$ cat src/inc/hlem_pkg.sv
// Constants shared by the link event, status and mask block
package hlem_pkg;
  localparam int ADDR_W = 8;
  localparam int DATA_W = 8;
  // Register offsets
  localparam logic [7:0] OFS_LATCHED = 8'h0D;
  localparam logic [7:0] OFS_STATUS = 8'h0E;
  localparam logic [7:0] OFS_MASK = 8'h0F;
  // Field positions
  localparam int RXM_HI = 7;
  localparam int RXM_LO = 5;
  localparam int RXF_HI = 4;
  localparam int RXF_LO = 3;
  localparam int TXF_HI = 2;
  localparam int TXF_LO = 1;
  localparam int TXS_BIT = 0;
  // Reset values
  localparam logic [7:0] LATCHED_RST = 8'h00;
  localparam logic [7:0] STATUS_RST = 8'h00;
  localparam logic [7:0] MASK_RST = 8'hFF;
  localparam logic [7:0] RDATA_RST = 8'h00;
  localparam logic [7:0] UNMAPPED_RD = 8'h00;
  // Largest valid message in bytes
  localparam logic [7:0] MSG_MAX_BYTES = 8'h80;
  // Receive message codes
  localparam logic [2:0] RXM_IDLE = 3'h0;
  localparam logic [2:0] RXM_START = 3'h1;
  localparam logic [2:0] RXM_VALID = 3'h2;
  localparam logic [2:0] RXM_CRCERR = 3'h3;
  localparam logic [2:0] RXM_ABORT = 3'h4;
  // Receive FIFO codes
  localparam logic [1:0] RXF_LOW = 2'h0;
  localparam logic [1:0] RXF_HALF = 2'h1;
  localparam logic [1:0] RXF_FULL = 2'h2;
  localparam logic [1:0] RXF_OVF = 2'h3;
  // Transmit FIFO codes
  localparam logic [1:0] TXF_HALF = 2'h0;
  localparam logic [1:0] TXF_LOW = 2'h1;
  localparam logic [1:0] TXF_OVF = 2'h2;
  localparam logic [1:0] TXF_UNF = 2'h3;
endpackage

$ cat src/verilog/hlem_link_events.sv
// Link event latch, current status and mask registers
`timescale 1ns/1ns
`default_nettype none
module hlem_link_events (
  input wire logic clock_i,
  input wire logic rst_n_i,
  input wire logic ce_i,
  input wire logic [hlem_pkg::ADDR_W-1:0] addr_i,
  input wire logic wr_i,
  input wire logic rd_i,
  input wire logic [hlem_pkg::DATA_W-1:0] wdata_i,
  output logic [hlem_pkg::DATA_W-1:0] rdata_o,
  output logic irq_o,
  input wire logic rise_en_i,
  input wire logic fall_en_i,
  input wire logic global_irq_mask_i,
  input wire logic rx_half_level_irq_en_i,
  input wire logic tx_half_level_irq_en_i,
  input wire logic rx_start_i,
  input wire logic rx_good_crc_i,
  input wire logic [7:0] rx_msg_len_i,
  input wire logic rx_crc_err_i,
  input wire logic rx_abort_i,
  input wire logic rx_fifo_half_i,
  input wire logic rx_fifo_full_i,
  input wire logic rx_fifo_ovf_i,
  input wire logic tx_fifo_below_half_i,
  input wire logic tx_fifo_ovf_i,
  input wire logic tx_fifo_unf_i,
  input wire logic tx_msg_done_i
);
  import hlem_pkg::*;

  ////////////////////////////////////////////////////////////
  // Declarations

  logic [7:0] status_d;
  logic [7:0] status_q;
  logic [7:0] latched_d;
  logic [7:0] latched_q;
  logic [7:0] mask_q;
  logic [7:0] rdata_q;
  logic irq_q;
  logic [7:0] keep_mask;
  logic wr_lat;
  logic wr_mask;
  logic rx_valid_msg;
  logic rx_service;
  logic tx_service;
  logic [2:0] rxf_upd;
  logic [2:0] txf_upd;
  logic txs_trig;

  // Next value of one latched field from old, new and prior code
  function automatic logic [2:0] lat_upd(
    input logic [2:0] old_v,
    input logic [2:0] cur_v,
    input logic [2:0] prev_v,
    input logic [2:0] keep_v,
    input logic rise_v,
    input logic fall_v
  );
    logic trig;
    trig = (rise_v && (|(cur_v & ~prev_v)))
        || (fall_v && (|(~cur_v & prev_v)));
    if (trig && (cur_v != 3'h0)) begin
      lat_upd = cur_v;
    end else begin
      lat_upd = old_v & keep_v;
    end
  endfunction

  ////////////////////////////////////////////////////////////
  // Current status encoding

  // Service terms and message validity
  always_comb begin
    rx_valid_msg = rx_good_crc_i && (rx_msg_len_i <= MSG_MAX_BYTES);
    if (rx_half_level_irq_en_i) begin
      rx_service = rx_fifo_half_i || rx_fifo_full_i || rx_fifo_ovf_i;
    end else begin
      rx_service = rx_fifo_full_i || rx_fifo_ovf_i;
    end
    if (tx_half_level_irq_en_i) begin
      tx_service = tx_msg_done_i || tx_fifo_below_half_i;
    end else begin
      tx_service = tx_msg_done_i || tx_fifo_unf_i;
    end
  end

  // Code fields, highest priority first
  always_comb begin
    status_d = STATUS_RST;
    if (rx_abort_i) begin
      status_d[RXM_HI:RXM_LO] = RXM_ABORT;
    end else if (rx_crc_err_i) begin
      status_d[RXM_HI:RXM_LO] = RXM_CRCERR;
    end else if (rx_valid_msg || rx_service) begin
      status_d[RXM_HI:RXM_LO] = RXM_VALID;
    end else if (rx_start_i) begin
      status_d[RXM_HI:RXM_LO] = RXM_START;
    end else begin
      status_d[RXM_HI:RXM_LO] = RXM_IDLE;
    end
    if (rx_fifo_ovf_i) begin
      status_d[RXF_HI:RXF_LO] = RXF_OVF;
    end else if (rx_fifo_full_i) begin
      status_d[RXF_HI:RXF_LO] = RXF_FULL;
    end else if (rx_fifo_half_i) begin
      status_d[RXF_HI:RXF_LO] = RXF_HALF;
    end else begin
      status_d[RXF_HI:RXF_LO] = RXF_LOW;
    end
    if (tx_fifo_unf_i) begin
      status_d[TXF_HI:TXF_LO] = TXF_UNF;
    end else if (tx_fifo_ovf_i) begin
      status_d[TXF_HI:TXF_LO] = TXF_OVF;
    end else if (tx_fifo_below_half_i) begin
      status_d[TXF_HI:TXF_LO] = TXF_LOW;
    end else begin
      status_d[TXF_HI:TXF_LO] = TXF_HALF;
    end
    status_d[TXS_BIT] = tx_service;
  end

  // Current status register, read-only to software
  always_ff @(posedge clock_i) begin
    if (!rst_n_i) begin
      status_q <= STATUS_RST;
    end else if (ce_i) begin
      status_q <= status_d;
    end
  end

  ////////////////////////////////////////////////////////////
  // Latched events

  // Write strobes and clear mask
  always_comb begin
    wr_lat = wr_i && (addr_i == OFS_LATCHED);
    wr_mask = wr_i && (addr_i == OFS_MASK);
    keep_mask = wr_lat ? wdata_i : 8'hFF;
  end

  // Each code field follows its code, the service bit sets on any selected edge; a new event beats a clear
  always_comb begin
    latched_d[RXM_HI:RXM_LO] = lat_upd(latched_q[RXM_HI:RXM_LO],
      status_d[RXM_HI:RXM_LO], status_q[RXM_HI:RXM_LO],
      keep_mask[RXM_HI:RXM_LO], rise_en_i, fall_en_i);
    rxf_upd = lat_upd({1'b0, latched_q[RXF_HI:RXF_LO]},
      {1'b0, status_d[RXF_HI:RXF_LO]}, {1'b0, status_q[RXF_HI:RXF_LO]},
      {1'b0, keep_mask[RXF_HI:RXF_LO]}, rise_en_i, fall_en_i);
    latched_d[RXF_HI:RXF_LO] = rxf_upd[1:0];
    txf_upd = lat_upd({1'b0, latched_q[TXF_HI:TXF_LO]},
      {1'b0, status_d[TXF_HI:TXF_LO]}, {1'b0, status_q[TXF_HI:TXF_LO]},
      {1'b0, keep_mask[TXF_HI:TXF_LO]}, rise_en_i, fall_en_i);
    latched_d[TXF_HI:TXF_LO] = txf_upd[1:0];
    // Single service bit sets on any selected transition, falling too
    txs_trig = (rise_en_i && status_d[TXS_BIT] && !status_q[TXS_BIT])
      || (fall_en_i && !status_d[TXS_BIT] && status_q[TXS_BIT]);
    latched_d[TXS_BIT] = txs_trig || (latched_q[TXS_BIT] && keep_mask[TXS_BIT]);
  end

  // Latched event register
  always_ff @(posedge clock_i) begin
    if (!rst_n_i) begin
      latched_q <= LATCHED_RST;
    end else if (ce_i) begin
      latched_q <= latched_d;
    end
  end

  ////////////////////////////////////////////////////////////
  // Mask, read port and interrupt

  // Mask register, fully writable
  always_ff @(posedge clock_i) begin
    if (!rst_n_i) begin
      mask_q <= MASK_RST;
    end else if (ce_i && wr_mask) begin
      mask_q <= wdata_i;
    end
  end

  // Registered read data; unmapped offsets read zero
  always_ff @(posedge clock_i) begin
    if (!rst_n_i) begin
      rdata_q <= RDATA_RST;
    end else if (ce_i && rd_i) begin
      if (addr_i == OFS_LATCHED) begin
        rdata_q <= latched_q;
      end else if (addr_i == OFS_STATUS) begin
        rdata_q <= status_q;
      end else if (addr_i == OFS_MASK) begin
        rdata_q <= mask_q;
      end else begin
        rdata_q <= UNMAPPED_RD;
      end
    end
  end

  // Single request from unmasked events, gated by global mask
  always_ff @(posedge clock_i) begin
    if (!rst_n_i) begin
      irq_q <= 1'b0;
    end else if (ce_i) begin
      irq_q <= (|(latched_q & ~mask_q)) && !global_irq_mask_i;
    end
  end

  assign rdata_o = rdata_q;
  assign irq_o = irq_q;

  ////////////////////////////////////////////////////////////
  // Assertions

  property p_no_edge_hold;
    @(posedge clock_i) disable iff (!rst_n_i)
    (ce_i && !rise_en_i && !fall_en_i && !wr_lat) |=> $stable(latched_q);
  endproperty
  a_no_edge_hold: assert property (p_no_edge_hold)
    else $error("latched changed with no edge selected");

  property p_irq;
    @(posedge clock_i) disable iff (!rst_n_i)
    ce_i |=> irq_o == ((|($past(latched_q) & ~$past(mask_q)))
      && !$past(global_irq_mask_i));
  endproperty
  a_irq: assert property (p_irq)
    else $error("interrupt does not match unmasked events");

  property p_gim;
    @(posedge clock_i) disable iff (!rst_n_i)
    (ce_i && global_irq_mask_i) ##1 (ce_i && global_irq_mask_i) |=> !irq_o;
  endproperty
  a_gim: assert property (p_gim)
    else $error("interrupt raised under global mask");

  property p_all_masked;
    @(posedge clock_i) disable iff (!rst_n_i)
    (ce_i && mask_q == 8'hFF) |=> !irq_o;
  endproperty
  a_all_masked: assert property (p_all_masked)
    else $error("interrupt raised with every event masked");

  property p_clear;
    @(posedge clock_i) disable iff (!rst_n_i)
    (ce_i && wr_lat && status_d == status_q)
      |=> latched_q == ($past(latched_q) & $past(wdata_i));
  endproperty
  a_clear: assert property (p_clear)
    else $error("latched clear by write 0 failed");

  property p_rxm_zero_hold;
    @(posedge clock_i) disable iff (!rst_n_i)
    (ce_i && !wr_lat && status_d[RXM_HI:RXM_LO] == 3'h0)
      |=> $stable(latched_q[RXM_HI:RXM_LO]);
  endproperty
  a_rxm_zero_hold: assert property (p_rxm_zero_hold)
    else $error("receive message latch lost on zero code");

  property p_rxf_follow;
    @(posedge clock_i) disable iff (!rst_n_i)
    (ce_i && rise_en_i && fall_en_i && status_d[RXF_HI:RXF_LO] != 2'h0
      && status_d[RXF_HI:RXF_LO] != status_q[RXF_HI:RXF_LO])
      |=> latched_q[RXF_HI:RXF_LO] == $past(status_d[RXF_HI:RXF_LO]);
  endproperty
  a_rxf_follow: assert property (p_rxf_follow)
    else $error("receive FIFO latch did not follow code");

  property p_txf_zero_hold;
    @(posedge clock_i) disable iff (!rst_n_i)
    (ce_i && !wr_lat && status_d[TXF_HI:TXF_LO] == 2'h0)
      |=> $stable(latched_q[TXF_HI:TXF_LO]);
  endproperty
  a_txf_zero_hold: assert property (p_txf_zero_hold)
    else $error("transmit FIFO latch lost on zero code");

  property p_status_read;
    @(posedge clock_i) disable iff (!rst_n_i)
    (ce_i && rd_i && addr_i == OFS_STATUS) |=> rdata_o == $past(status_q);
  endproperty
  a_status_read: assert property (p_status_read)
    else $error("status read returned wrong value");

  property p_abort;
    @(posedge clock_i) disable iff (!rst_n_i)
    (ce_i && rx_abort_i) |=> status_q[RXM_HI:RXM_LO] == RXM_ABORT;
  endproperty
  a_abort: assert property (p_abort)
    else $error("abort not reported in message code");

  property p_rx_ovf;
    @(posedge clock_i) disable iff (!rst_n_i)
    (ce_i && rx_fifo_ovf_i) |=> status_q[RXF_HI:RXF_LO] == RXF_OVF;
  endproperty
  a_rx_ovf: assert property (p_rx_ovf)
    else $error("receive overflow code wrong");

  property p_tx_unf;
    @(posedge clock_i) disable iff (!rst_n_i)
    (ce_i && tx_fifo_unf_i) |=> status_q[TXF_HI:TXF_LO] == TXF_UNF
      && (status_q[TXS_BIT] || $past(tx_half_level_irq_en_i));
  endproperty
  a_tx_unf: assert property (p_tx_unf)
    else $error("transmit underflow code or service wrong");

  property p_tx_done;
    @(posedge clock_i) disable iff (!rst_n_i)
    (ce_i && tx_msg_done_i) |=> status_q[TXS_BIT];
  endproperty
  a_tx_done: assert property (p_tx_done)
    else $error("transmit service missing on completion");

  property p_rx_half;
    @(posedge clock_i) disable iff (!rst_n_i)
    (ce_i && rx_half_level_irq_en_i && rx_fifo_half_i && !rx_abort_i && !rx_crc_err_i)
      |=> status_q[RXM_HI:RXM_LO] == RXM_VALID;
  endproperty
  a_rx_half: assert property (p_rx_half)
    else $error("receive half service code missing");

  property p_tx_half_off;
    @(posedge clock_i) disable iff (!rst_n_i)
    (ce_i && !tx_half_level_irq_en_i && !tx_msg_done_i && !tx_fifo_unf_i)
      |=> !status_q[TXS_BIT];
  endproperty
  a_tx_half_off: assert property (p_tx_half_off)
    else $error("transmit service raised with half enable off");

endmodule
`default_nettype wire
$ cat config.mk
export PLATFORM = sky130hd
export DESIGN_NAME = hlem_link_events
export DESIGN_NICKNAME = d
export VERILOG_FILES = /design/src/inc/hlem_pkg.sv /design/src/verilog/hlem_link_events.sv
export SDC_FILE = /design/constraint.sdc
export NUM_CORES = 1
export LEC_CHECK = 0
export ABC_AREA = 0
export BUFFER_PORTS_ARGS = -buffer_cell sky130_fd_sc_hd__buf_2
export CORE_MARGIN = 1.5
export CORE_UTILIZATION = 57
export CTS_BUF_LIST = sky130_fd_sc_hd__clkbuf_2 sky130_fd_sc_hd__clkbuf_4 sky130_fd_sc_hd__clkbuf_8
export DETAILED_ROUTE_END_ITERATION = 12
export HOLD_SLACK_MARGIN = 0.15
export PLACE_DENSITY = 0.85
export SYNTH_ARGS = -nofsm -noshare
export SYNTH_HDL_FRONTEND = slang
export SYNTH_SLANG_ARGS = --single-unit
$ cat constraint.sdc
create_clock -name clock_i -period 4.1 [get_ports clock_i]
set_input_delay 0.205 -clock clock_i [delete_from_list [all_inputs] [get_ports clock_i]]
set_output_delay 0.205 -clock clock_i [all_outputs]
set_load 0.05 [all_outputs]
==> flow_metrics.py <==
metrics = {
    "worst_setup_path": {
        "crit_path_top_delay_cell": "dfxtp_1",
        "r2r-start": "status_q[7]$_SDFFE_PN0P_",
        "path_buf_inv": 0,
        "cp-endpoint": "latched_q[5]$_SDFFE_PN0P_",
        "crit_arrival_ns": 1.88,
        "reg2reg_to": "latched_q[5]$_SDFFE_PN0P_",
        "crit_family": "compound AO/OA/AOI/OAI gates",
        "r2r_setup_slack_ns": 2.48,
        "critPathRequiredTime_ns": 4.36,
        "cp_cell_sequence": "nor2b_1, nor2_1, a31oi_1, o21ai_0, a21boi_1, nand3_1, o211ai_1",
        "endpoint_kind": "flop",
        "reg2reg_depth": 7,
        "slowest_delay_ns": 0.46,
        "cp-start-kind": "flop",
        "cp_num_cells": 7,
        "critPathKind": "flop to flop",
        "startpoint": "status_q[7]$_SDFFE_PN0P_",
        "cp_max_fo": 6,
    },
    "synth": {
        "synth_edf_count": 0,
        "seq_area_frac_synth": 0.369,
        "async_reset_ff_frac": 0,
        "syn_nets": 279,
        "syn_inst": 234,
        "synth_area_per_cell_um2": 7.65,
        "ys_seq_elements": 33,
        "synth.distinct_cells": 42,
        "synth_ff_type": "dfxtp_1",
        "yosysWarningCount": 0,
        "synth_area_um2": 1790,
    },
    "clocking": {
        "h-tree-depth": 2,
        "tritoncts": "done",
        "cts_resized": 0,
        "post_cts_buffers": 0,
        "clock_path_buffers": 2,
        "path_clk_slew_ns": 0.11,
        "cts_buffers": 5,
        "clockRootBuffer": "clkbuf_4",
        "numClockSinks": 33,
        "clk_latency_ns": 0.34,
    },
    "routing": {
        "drc": 0,
        "final_antenna_net_count": 0,
        "wirelength_um": 4470,
        "via_per_inst": 5.62,
        "route.vias.total": 1887,
        "dr.pass1.iters": 4,
        "routedWlPerCell_um": 13.3,
        "drt-initial-drc-count": 135,
    },
    "global_route": {
        "grt_antenna_before_repair": 0,
        "grt_max_degree": 26,
        "grt_first_pass_wirelength_um": 7560,
        "overflow": 0,
        "groute.usage.overall": 0.282,
        "grt_pass1_vias": 1727,
    },
    "sta": {
        "finalHoldViolations": 0,
        "clock.fmax_ghz": 0.618,
        "setup_tns_ns": 0,
        "setup_viol": 0,
        "min_period_over_period": 0.395,
        "relSlewSlack": 0.597,
        "maxSlewViolCount": 0,
        "min_period_ns": 1.62,
        "rsz0062_at_grt": "no",
        "worstMarginPinSlew_ns": 0.605,
        "finalClockSkew_ns": 0.00899,
    },
    "place": {
        "io_buffers": 53,
        "hpwl_um": 3370,
        "gp_congestion": 0.902,
    },
    "outcome": {
        "outcome": "finished, final reports clean",
    },
    "die": {
        "die_x_um": 59.0,
        "die_area_um2": 3480,
        "rows": 20,
        "io_pins": 54,
        "start_util": 0.591,
        "core_um2": 3030,
        "die_height_um": 59.0,
    },
    "final_layout": {
        "antenna_cells": 0,
        "fin_nets": 336,
        "n_fill_cell": 254,
        "area_growth_pct": 23.1,
        "drive_gt1_frac": 0.236,
    },
    "min_path": {
        "hold_path_class": "input pin to flop",
    },
    "pwr": {
        "finalPower_mw": 0.666,
        "p_leak_nw": 0.935,
        "peakVddDrop_mv": 0.244,
        "power_density_nw_per_um2": 303,
    },
    "job": {
        "cap_violations": 0,
    },
}
[state kept, by name (all words and copies together), names as in the netlist]
signal     cells
rdata_o        8
irq_o          1
latched_q      8
status_q       8
mask_q         8
[worst min-delay path: stages]
cell     delay (ns)
buf_2          0.07
nor3_1         0.04
a21oi_1        0.11
nor2_1         0.04
[cells by family after synthesis]
| group | count (synthesis) | share of synthesized area |
|---|---|---|
| and+or+nand+nor | 93 | 0.268 |
| AOI/OAI and AO/OA | 81 | 0.299 |
| DFF | 33 | 0.369 |
| buffers and inverters | 25 | 0.0531 |
| muxes | 2 | 0.0112 |
[Yosys cell counts (3+ instances only)]
library cell / count / area (um2)
a21oi_1: 8 / 40.0
nand2_1: 31 / 116
inv_1: 14 / 52.6
o21ai_0: 16 / 80.1
a22oi_1: 9 / 67.6
dfxtp_1: 33 / 661
o21ai_1: 3 / 15.0
a211oi_1: 6 / 45.0
o22ai_1: 6 / 37.5
nor2b_1: 5 / 31.3
a22o_1: 4 / 35.0
a21o_1: 3 / 22.5
nor3_1: 3 / 15.0
o211ai_1: 5 / 37.5
a31oi_1: 11 / 68.8
clkbuf_1: 10 / 37.5
nor2_2: 3 / 18.8
nand3_1: 13 / 65.1
nor2_1: 21 / 78.8
[cells in the final DEF, fill, tap and decap left out, types with 6 or more instances in the layout]
master	Yosys	final
a22oi_1	9	9
dfxtp_1	33	33
inv_1	14	14
a211oi_1	6	6
o21ai_0	16	16
a31oi_1	11	11
clkbuf_4	0	6
a21oi_1	8	8
nand2_1	31	31
nand3_1	13	13
o22ai_1	6	6
dlygate4sd3_1	0	8
nor2_1	21	21
buf_2	1	53
[worst min path at each step]
| stage | startpoint | to | slack, ns | cells past startpoint |
|---|---|---|---|---|
| 3_3_place_gp | wdata_i[6] | mask_q[6]$_SDFFE_PN1P_ | 0.44 | 3 |
| 6_report | global_irq_mask_i | irq_o$_SDFFE_PN0P_ | 0.16 | 4 |
| 5_1_grt | rst_n_i | mask_q[6]$_SDFFE_PN1P_ | 0.22 | 2 |
| 2_1_floorplan | wdata_i[0] | mask_q[0]$_SDFFE_PN1P_ | 0.33 | 2 |
| 3_5_place_dp | wdata_i[6] | mask_q[6]$_SDFFE_PN1P_ | 0.44 | 3 |
| 4_1_cts | global_irq_mask_i | irq_o$_SDFFE_PN0P_ | 0.16 | 4 |
[metal layers]
layer	global-route usage	wire length [um]
met3	0.0611	220
met4	0.0812	67
met1	0.369	2080
met5	0	0
met2	0.467	2110
[power by group]
part	switching [mW]	total [mW]	leakage, nW	internal, mW
Combinational	0.0771	0.132	0.629	0.0551
Sequential	0.0147	0.352	0.271	0.337
Clock	0.110	0.182	0.0354	0.0719
[repair_timing]
| action | 4_1_cts | 5_1_grt |
|---|---|---|
| hold buffers | 8 | 0 |
| endpoints found under the hold margin | 8 | 0 |
| setup endpoints to repair | 0 | 0 |
[through the flow]
stage | hold WS (ns) | instances | setup WS (ns) | utilization | instance area [um2]
final | 0.164 | 336 | 2.48 | 0.727 | 2200
after global routing | 0.220 | 336 | 2.34 | 0.727 | 2200
after CTS | 0.163 | 336 | 2.50 | 0.727 | 2200
after detailed placement | 0.441 | 320 | 2.27 | 0.683 | 2070
after global placement | 0.441 | 320 | 2.36 | 0.683 | 2070
after floorplan | 0.329 | 234 | 2.56 | - | 1790
[cell type report]
class                      count  area (um2)  area share
multi-input combinational    176        1030       0.469
sequential                    33         661       0.300
timing repair buffer          61         345       0.157
tap                           44        55.1      0.0250
inverter                      14        52.6      0.0239
clock buffer                   6        45.0      0.0205
clock inverter                 2        10.0     0.00455
Power figures use the tool's default switching activity.
